File: config.mk
export PLATFORM = sky130hd
export DESIGN_NAME = crs_core_regs
export DESIGN_NICKNAME = d
export VERILOG_FILES = /design/src/design/crs_pkg.sv /design/src/design/crs_core_regs.sv
export VERILOG_INCLUDE_DIRS = /design/src /design/src/design
export SDC_FILE = /design/constraint.sdc
export NUM_CORES = 1
export LEC_CHECK = 0
export BUFFER_PORTS_ARGS = -buffer_cell sky130_fd_sc_hd__clkbuf_2
export CORE_MARGIN = 2
export CORE_UTILIZATION = 35
export CTS_CLUSTER_DIAMETER = 30
export DETAILED_ROUTE_END_ITERATION = 8
export GPL_TIMING_DRIVEN = 0
export HOLD_SLACK_MARGIN = 0.02
export PLACE_DENSITY = 0.59
export SYNTH_ARGS = -nofsm -noshare
export SYNTH_HDL_FRONTEND = slang
export SYNTH_SLANG_ARGS = --single-unit
export TNS_END_PERCENT = 5
File: constraint.sdc
create_clock -name core_clk_i -period 5.2 [get_ports core_clk_i]
set_input_delay 1.04 -clock core_clk_i [delete_from_list [all_inputs] [get_ports core_clk_i]]
set_output_delay 1.04 -clock core_clk_i [all_outputs]
set_load 0.02 [all_outputs]
File: src/design/crs_params.svh
`ifndef CRS_PARAMS_SVH
`define CRS_PARAMS_SVH
// ==================================================
// reset values and fixed fields
`define CRS_PC_RST 14'h0000
`define CRS_COND_RST 1'b1
`define CRS_SP_RST 10'h3FF
`define CRS_SP_STEP 10'h004
`define CRS_LVL_TOP 4'hF
`define CRS_SP_HI 4'hF
`define CRS_SP_LO 2'h3
// ==================================================
// register byte addresses
`define CRS_A_GPR 12'h000
`define CRS_A_FLAGS 12'h01C
`define CRS_A_PC 12'h020
`define CRS_A_SP 12'h024
`define CRS_A_STKCTL 12'h028
`define CRS_A_IE 12'h02C
`define CRS_A_IREQ 12'h030
`define CRS_A_IMASK 12'h034
`define CRS_A_PLATCH 12'h038
`define CRS_A_PDIR 12'h03C
`define CRS_A_PMODE 12'h040
`define CRS_A_EDGE 12'h044
`define CRS_A_TMR_AB 12'h048
`define CRS_A_TMR_CD 12'h04C
// ==================================================
// implemented-bit masks
`define CRS_M_IE 32'h0000_0001
`define CRS_M_PMODE 32'h0000_0B73
`define CRS_M_EDGE 32'h0000_030F
`define CRS_M_TMR_AB 32'h0000_03FF
`define CRS_M_TMR_CD 32'h0000_FF7F
`define CRS_M_PAGE 4'h3
`define CRS_M_NIB 4'hF
`endif

File: src/design/crs_pkg.sv
package crs_pkg;
	// ==================================================
	// core-side write targets, in register-address order
	typedef enum logic [2:0] {
		crs_dst_acc,
		crs_dst_second,
		crs_dst_page,
		crs_dst_col,
		crs_dst_row,
		crs_dst_aux_col,
		crs_dst_aux_row
	} crs_dst_e;
	// ==================================================
	// overflow bit update sources
	typedef enum logic [2:0] {
		crs_ovf_none,
		crs_ovf_arith,
		crs_ovf_set,
		crs_ovf_clear,
		crs_ovf_rotate
	} crs_ovf_e;
endpackage

File: src/design/crs_core_regs.sv
`timescale 1ns/1ns
`default_nettype none
`include "crs_params.svh"
// Functional notes
// - accumulator and second data register are four bits, loaded by core results
// - page plus column and row pointers form RAM address; row selects D bit
// - two four-bit auxiliary pointers supplement column and row pointers
// - overflow bit takes arithmetic carry and set, clear, rotate effects
// - overflow bit pushed on interrupt, restored by interrupt return only
// - condition latch takes overflow, not-zero or bit test, holds until next
// - condition latch forced to one when a conditional jump or call is fetched
// - condition latch pushed on interrupt, restored by interrupt return only
// - program counter is fourteen bits, address of current instruction
// - stack pointer is ten bits, next free slot, reset to 3FF
// - push lowers stack pointer by four, pop raises it by four
// - top four stack pointer bits fixed at ones, sixteen levels
// - clearing the stack reset bit reloads stack pointer with 3FF
// - reset gives program counter zero, condition latch one, stack pointer 3FF
// - reset clears interrupt enable and requests, sets all masks
// - reset sets port output latches, clears direction bits
// - reset clears port mode and edge select settings
// - reset clears all timer mode settings
module crs_core_regs #(
	parameter int NUM_INT = 10,
	parameter int PORT_W = 16
) (
	input wire logic core_clk_i,
	input wire logic rst_b_i,
	input wire logic psel_i,
	input wire logic penable_i,
	input wire logic pwrite_i,
	input wire logic [11:0] paddr_i,
	input wire logic [31:0] pwdata_i,
	output logic [31:0] prdata_o,
	output logic pready_o,
	output logic pslverr_o,
	input wire logic core_wr_i,
	input wire crs_pkg::crs_dst_e core_wr_sel_i,
	input wire logic [3:0] core_wr_data_i,
	input wire crs_pkg::crs_ovf_e ovf_op_i,
	input wire logic ovf_in_i,
	input wire logic cond_upd_i,
	input wire logic cond_in_i,
	input wire logic cond_branch_fetch_i,
	input wire logic pc_load_i,
	input wire logic [13:0] pc_load_val_i,
	input wire logic pc_inc_i,
	input wire logic push_i,
	input wire logic [13:0] push_pc_i,
	input wire logic rtn_i,
	input wire logic interrupt_return_op_i,
	input wire logic stack_bit_clr_i,
	input wire logic [NUM_INT-1:0] int_req_set_i,
	output logic [3:0] acc_o,
	output logic [3:0] second_o,
	output logic [9:0] ram_addr_o,
	output logic [3:0] d_bit_sel_o,
	output logic [3:0] aux_col_o,
	output logic [3:0] aux_row_o,
	output logic overflow_o,
	output logic cond_o,
	output logic [13:0] pc_o,
	output logic [9:0] sp_o,
	output logic int_enable_o,
	output logic [NUM_INT-1:0] int_req_o,
	output logic [NUM_INT-1:0] int_mask_o,
	output logic [PORT_W-1:0] port_latch_o,
	output logic [PORT_W-1:0] port_dir_o,
	output logic [11:0] port_mode_o,
	output logic [9:0] edge_sel_o,
	output logic [9:0] timer_ab_o,
	output logic [15:0] timer_cd_o
);
	// ==================================================
	// register decode
	localparam int NGPR = 7;
	localparam int NCFG = 8;
	localparam int CFG_IE = 0;
	localparam int CFG_IMASK = 1;
	localparam int CFG_PLATCH = 2;
	localparam int CFG_PDIR = 3;

	function automatic logic [11:0] cfg_addr(input int i);
		case (i)
			0: cfg_addr = `CRS_A_IE;
			1: cfg_addr = `CRS_A_IMASK;
			2: cfg_addr = `CRS_A_PLATCH;
			3: cfg_addr = `CRS_A_PDIR;
			4: cfg_addr = `CRS_A_PMODE;
			5: cfg_addr = `CRS_A_EDGE;
			6: cfg_addr = `CRS_A_TMR_AB;
			default: cfg_addr = `CRS_A_TMR_CD;
		endcase
	endfunction

	function automatic logic [31:0] cfg_mask(input int i);
		case (i)
			0: cfg_mask = `CRS_M_IE;
			1: cfg_mask = (32'h1 << NUM_INT) - 32'h1;
			2, 3: cfg_mask = (32'h1 << PORT_W) - 32'h1;
			4: cfg_mask = `CRS_M_PMODE;
			5: cfg_mask = `CRS_M_EDGE;
			6: cfg_mask = `CRS_M_TMR_AB;
			default: cfg_mask = `CRS_M_TMR_CD;
		endcase
	endfunction

	function automatic logic [11:0] gpr_addr(input int i);
		gpr_addr = `CRS_A_GPR + 12'(i * 4);
	endfunction

	logic apb_wr;
	logic apb_setup;
	logic [3:0] gpr [NGPR];
	logic [31:0] cfg [NCFG];
	logic [NUM_INT-1:0] ireq;
	logic ovf;
	logic cond;
	logic [13:0] pc;
	logic [3:0] lvl;
	logic [3:0] pop_lvl;
	logic [3:0] stack_mem [64];
	logic [3:0] w0, w1, w2, w3;
	logic pop;
	logic stk_clr;
	logic [31:0] rd_data;
	logic rd_hit;

	// zero wait states: every transfer ends in its first access cycle
	assign pready_o = 1'b1;
	assign apb_wr = psel_i & penable_i & pwrite_i;
	assign apb_setup = psel_i & ~penable_i;
	assign pop = rtn_i | interrupt_return_op_i;
	assign pop_lvl = lvl + 4'h1;
	assign stk_clr = stack_bit_clr_i
		| (apb_wr & (paddr_i == `CRS_A_STKCTL) & ~pwdata_i[0]);

	// ==================================================
	// data and pointer registers
	generate
		for (genvar g = 0; g < NGPR; g++) begin : g_gpr
			always_ff @(posedge core_clk_i or negedge rst_b_i) begin
				if (!rst_b_i) begin
					gpr[g] <= 4'h0;
				end else if (core_wr_i && core_wr_sel_i == crs_pkg::crs_dst_e'(g)) begin
					gpr[g] <= core_wr_data_i & ((g == 2) ? `CRS_M_PAGE : `CRS_M_NIB);
				end else if (apb_wr && paddr_i == gpr_addr(g)) begin
					gpr[g] <= pwdata_i[3:0] & ((g == 2) ? `CRS_M_PAGE : `CRS_M_NIB);
				end
			end
		end
	endgenerate

	assign acc_o = gpr[0];
	assign second_o = gpr[1];
	assign ram_addr_o = {gpr[2][1:0], gpr[3], gpr[4]};
	assign d_bit_sel_o = gpr[4];
	assign aux_col_o = gpr[5];
	assign aux_row_o = gpr[6];

	// ==================================================
	// mode and control settings
	generate
		for (genvar g = 0; g < NCFG; g++) begin : g_cfg
			always_ff @(posedge core_clk_i or negedge rst_b_i) begin
				if (!rst_b_i) begin
					// masks all set, latches all ones, everything else cleared
					cfg[g] <= (g == CFG_IMASK || g == CFG_PLATCH) ? cfg_mask(g) : 32'h0;
				end else if (apb_wr && paddr_i == cfg_addr(g)) begin
					cfg[g] <= pwdata_i & cfg_mask(g);
				end
			end
		end
	endgenerate

	assign int_enable_o = cfg[CFG_IE][0];
	assign int_mask_o = cfg[CFG_IMASK][NUM_INT-1:0];
	assign port_latch_o = cfg[CFG_PLATCH][PORT_W-1:0];
	assign port_dir_o = cfg[CFG_PDIR][PORT_W-1:0];
	assign port_mode_o = cfg[4][11:0];
	assign edge_sel_o = cfg[5][9:0];
	assign timer_ab_o = cfg[6][9:0];
	assign timer_cd_o = cfg[7][15:0];

	// a request arriving with a software clear is kept
	always_ff @(posedge core_clk_i or negedge rst_b_i) begin
		if (!rst_b_i) begin
			ireq <= '0;
		end else if (apb_wr && paddr_i == `CRS_A_IREQ) begin
			ireq <= pwdata_i[NUM_INT-1:0] | int_req_set_i;
		end else begin
			ireq <= ireq | int_req_set_i;
		end
	end
	assign int_req_o = ireq;

	// ==================================================
	// stack
	// stack memory has no reset; contents are only valid once pushed
	assign w0 = stack_mem[{pop_lvl, 2'h0}];
	assign w1 = stack_mem[{pop_lvl, 2'h1}];
	assign w2 = stack_mem[{pop_lvl, 2'h2}];
	assign w3 = stack_mem[{pop_lvl, 2'h3}];

	always_ff @(posedge core_clk_i) begin
		if (push_i && !pop) begin
			stack_mem[{lvl, 2'h0}] <= {cond, push_pc_i[13:11]};
			stack_mem[{lvl, 2'h1}] <= push_pc_i[10:7];
			stack_mem[{lvl, 2'h2}] <= {ovf, push_pc_i[6:4]};
			stack_mem[{lvl, 2'h3}] <= push_pc_i[3:0];
		end
	end

	// a seventeenth push wraps and overwrites the oldest level
	always_ff @(posedge core_clk_i or negedge rst_b_i) begin
		if (!rst_b_i) begin
			lvl <= `CRS_LVL_TOP;
		end else if (stk_clr) begin
			lvl <= `CRS_LVL_TOP;
		end else if (pop) begin
			lvl <= pop_lvl;
		end else if (push_i) begin
			lvl <= lvl - 4'h1;
		end
	end
	assign sp_o = {`CRS_SP_HI, lvl, `CRS_SP_LO};

	// ==================================================
	// program counter and flags
	always_ff @(posedge core_clk_i or negedge rst_b_i) begin
		if (!rst_b_i) begin
			pc <= `CRS_PC_RST;
		end else if (pop) begin
			pc <= {w0[2:0], w1, w2[2:0], w3};
		end else if (pc_load_i) begin
			pc <= pc_load_val_i;
		end else if (pc_inc_i) begin
			pc <= pc + 14'h1;
		end
	end
	assign pc_o = pc;

	always_ff @(posedge core_clk_i or negedge rst_b_i) begin
		if (!rst_b_i) begin
			cond <= `CRS_COND_RST;
		end else if (interrupt_return_op_i) begin
			cond <= w0[3];
		end else if (cond_branch_fetch_i) begin
			cond <= 1'b1;
		end else if (cond_upd_i) begin
			cond <= cond_in_i;
		end
	end
	assign cond_o = cond;

	always_ff @(posedge core_clk_i or negedge rst_b_i) begin
		if (!rst_b_i) begin
			ovf <= 1'b0;
		end else if (interrupt_return_op_i) begin
			ovf <= w2[3];
		end else begin
			case (ovf_op_i)
				crs_pkg::crs_ovf_arith, crs_pkg::crs_ovf_rotate: ovf <= ovf_in_i;
				crs_pkg::crs_ovf_set: ovf <= 1'b1;
				crs_pkg::crs_ovf_clear: ovf <= 1'b0;
				default: begin
					if (apb_wr && paddr_i == `CRS_A_FLAGS) begin
						ovf <= pwdata_i[0];
					end
				end
			endcase
		end
	end
	assign overflow_o = ovf;

	// ==================================================
	// bus read path, captured in the setup cycle
	always_comb begin
		rd_data = 32'h0;
		rd_hit = 1'b1;
		case (paddr_i)
			`CRS_A_FLAGS: rd_data = {30'h0, cond, ovf};
			`CRS_A_PC: rd_data = {18'h0, pc};
			`CRS_A_SP: rd_data = {22'h0, sp_o};
			`CRS_A_STKCTL: rd_data = 32'h0;
			`CRS_A_IREQ: rd_data = 32'(ireq);
			default: rd_hit = 1'b0;
		endcase
		for (int i = 0; i < NGPR; i++) begin
			if (paddr_i == gpr_addr(i)) begin
				rd_data = {28'h0, gpr[i]};
				rd_hit = 1'b1;
			end
		end
		for (int i = 0; i < NCFG; i++) begin
			if (paddr_i == cfg_addr(i)) begin
				rd_data = cfg[i];
				rd_hit = 1'b1;
			end
		end
	end

	always_ff @(posedge core_clk_i or negedge rst_b_i) begin
		if (!rst_b_i) begin
			prdata_o <= 32'h0;
			pslverr_o <= 1'b0;
		end else if (apb_setup) begin
			prdata_o <= pwrite_i ? 32'h0 : rd_data;
			pslverr_o <= ~rd_hit;
		end
	end
endmodule // crs_core_regs
`default_nettype wire

==> impl_metrics.csv <==
group,metric,value,unit
die,die_w,234.3,µm
sta,setup_violations,0,
sta,skew,0.06195,ns
pwr,ir_drop,0.0003180,V
synthesis,ys_warn_count,0,
critical_path,cp.arrival,5.11,ns
synthesis,synth_edf_count,256,
sta,finalSetupTns,0,ns
sta,period_share,89.53,%
die,dieArea,0.05491,mm²
clock_tree,numClockSinks,411,
hold_path,hp-class,"flip-flop to flip-flop",
sta,slew_violations,0,
detailed_routing,drtPass1Iterations,5,
grt,grt_pass1_wl,88350,µm
die,ios,299,
grt,antenna_found_initial,5,
sta,clock.fmax,214.8,MHz
flow_run,maxCapViolations,0,
detailed_routing,drt-total-wl,61360,µm
synthesis,syn_inst,1242,
die,chipHeight,234.3,µm
detailed_routing,drc,0,
critical_path,end_kind,"flip-flop",
synthesis,synth_ff_type,"edfxtp_1",
sta,rsz0062_at_grt,"no",
clock_tree,holdBufCountCts,0,
grt,grt_usage,22.22,%
clock_tree,cts_tree,"built",
placement,io_buffers,246,
synthesis,synth.cell_area,0.01857,mm²
synthesis,synth_seq_cells,411,
critical_path,cp_max_fo,10,
placement,dp_hpwl,44420,µm
detailed_routing,via_per_inst,5.433,
pwr,cellLeakagePower,9.461,nW
synthesis,ys_seq_area_share,62.50,%
outcome,outcome,"completed",
grt,grt_pass1_vias,12940,
sta,slew_headroom,24.37,%
die,core.rowCount,84,
synthesis,avgSynthCellArea,14.95,µm²
critical_path,start_kind,"flip-flop",
clock_tree,root_buffer,"clkbuf_16",
sta,fin_hold_ws,0.4737,ns
sta,tightestPinTransition,1.131,ns
finish,final_common_cell,"edfxtp_1",
detailed_routing,ant_nets,0,
sta,fin_crit,4.656,ns
clock_tree,cts.clk_slew.worst_paths,0.05,ns
grt,overflow,0,
clock_tree,cts_setup_buffers,0,
detailed_routing,routed-via-count,13020,
finish,drive_gt1_share,41.99,%
clock_tree,postCtsResizedCells,0,
die,core_area,0.05255,mm²
synthesis,ys_types,83,
sta,final_hold_viol_count,0,
critical_path,crit_required,5.65,ns
critical_path,path_class,"flip-flop to flip-flop",
synthesis,synthArstFlopShare,37.71,%
finish,final_cell_mix,"edfxtp_1, clkbuf_2, dfrtp_1",
grt,grt_max_degree,93,
clock_tree,htreeDepth,3,
clock_tree,clock_latency,0.65,ns
pwr,power_density,458.2,mW/mm²
placement,dp.cells,2223,
die,initial_core_util,35.34,%
finish,finalNonFillerCells,2396,
clock_tree,clockBufferDepth,3,
finish,syn2layout_area_growth,31.14,%
detailed_routing,drt-initial-drc-count,1202,
clock_tree,cts_buffers,90,
finish,nets,1740,
placement,place_congestion,0.9615,
detailed_routing,wl_per_cell,25.61,µm
[registers in the layout (all words and copies together) (netlist names), 8 cells and up]
register / count
int_mask_o: 10
int_req_o: 10
pc_o: 14
port_dir_o: 16
port_latch_o: 16
port_mode_o: 8
prdata_o: 16
stack_mem: 256
timer_ab_o: 10
timer_cd_o: 15
[synth_stat cells (all sizes together), types with 3 or more instances]
cell type,count,area (µm²)
and3,5,31.28
nor2,64,245.2
nand4b,3,26.28
clkbuf,35,131.4
xnor2,6,52.55
xor2,12,105.1
o22ai,5,31.28
nand3,21,110.1
a2bb2oi,3,26.28
nor4,8,95.09
o41ai,3,26.28
nor2b,17,106.4
o2111ai,4,35.03
buf,71,481.7
o31ai,9,77.57
mux2,84,968.4
edfxtp,256,7687
a32o,3,30.03
o21a,3,22.52
nand2,84,315.3
a211o,15,131.4
nor4b,4,56.30
mux4,80,1802
a211oi,7,52.55
dfrtp,124,3103
nand2b,6,37.54
o21ai,57,285.3
or2,3,18.77
a22o,6,52.55
and2,8,52.55
a222oi,3,30.03
nand4,11,68.82
mux2i,46,460.4
dfstp,31,814.5
inv,13,48.80
ha,5,62.56
a32oi,5,43.79
nor3b,5,42.54
nor3,29,186.4
a221oi,6,52.55
a31oi,5,31.28
a22oi,10,75.07
a21oi,33,165.2
[cell families after synthesis]
logic type / share of synthesized area (%)
fa+ha+maj: 0.3369
mux: 17.40
compound gates: 7.230
buf+inv: 3.585
simple gates: 8.066
xor+xnor: 0.8490
flops: 62.50
other cells: 0.04044
[path summary, 6_finish.rpt]
path                                           from                           end  slack [ns]  cells past startpoint
max                              lvl[0]$_DFFE_PN1P_           pc_o[1]$_DFFE_PN0P_        0.54                     10
min                        prdata_o[15]$_DFFE_PN0P_      prdata_o[15]$_DFFE_PN0P_        0.47                      2
max reg2reg                      lvl[0]$_DFFE_PN1P_           pc_o[1]$_DFFE_PN0P_        0.54                     10
min reg2reg                prdata_o[15]$_DFFE_PN0P_      prdata_o[15]$_DFFE_PN0P_        0.47                      2
max in group asynchronous                   rst_b_i  port_latch_o[12]$_DFFE_PN1P_        3.83                      2
min in group asynchronous                   rst_b_i     port_dir_o[6]$_DFFE_PN0P_        0.48                      1
[report_power, final]
group / switching [mW] / internal [mW]
clock network: 2.02 / 3.83
logic: 0.880 / 0.555
registers: 0.234 / 3.64
total: 3.14 / 8.02
[routing by layer]
layer  global-route usage (%)  part of all wire, %  vias up
met1                    28.01                   40     6608
met3                    5.204                  8.1      127
li1                         -                    -     5604
met5                        0                0.090        -
met4                    9.768                  3.7        8
met2                    36.54                   48      670
[final cells by class]
cell class	count	area, µm²
fillers	4633	28200
flip-flops and latches	411	11600
multi-input cells	741	6469
clock buffers	106	2362
repair buffers	263	1550
well taps	688	860.8
clock inverters	64	832.0
plain buffers	106	613.1
inverters	14	52.55
diodes	3	7.507
[worst max-delay path, stage by stage, from the launching register on]
cell	delay, ns
dfstp_2	0.58
clkbuf_1	0.18
buf_1	0.67
inv_1	0.22
ha_1	0.40
clkbuf_1	0.48
clkbuf_1	0.73
mux4_2	0.44
mux4_2	0.55
nand2_1	0.12
o21ai_0	0.08
[metrics by stage]
step | area [µm²] | utilization, % | worst slack (ns) | total power [mW]
3_3_place_gp | 20770 | 39.53 | 0.2079 | 5.327
5_1_grt | 24340 | 46.33 | 0.2214 | 11.53
4_1_cts | 24340 | 46.31 | 0.4207 | 11.24
3_5_place_dp | 21140 | 40.23 | 0.4787 | 5.366
6_report | 24350 | 46.34 | 0.5442 | 11.16
2_1_floorplan | 18680 | - | 1.756 | 4.697
Note: power is estimated with default switching activity, not from simulation.
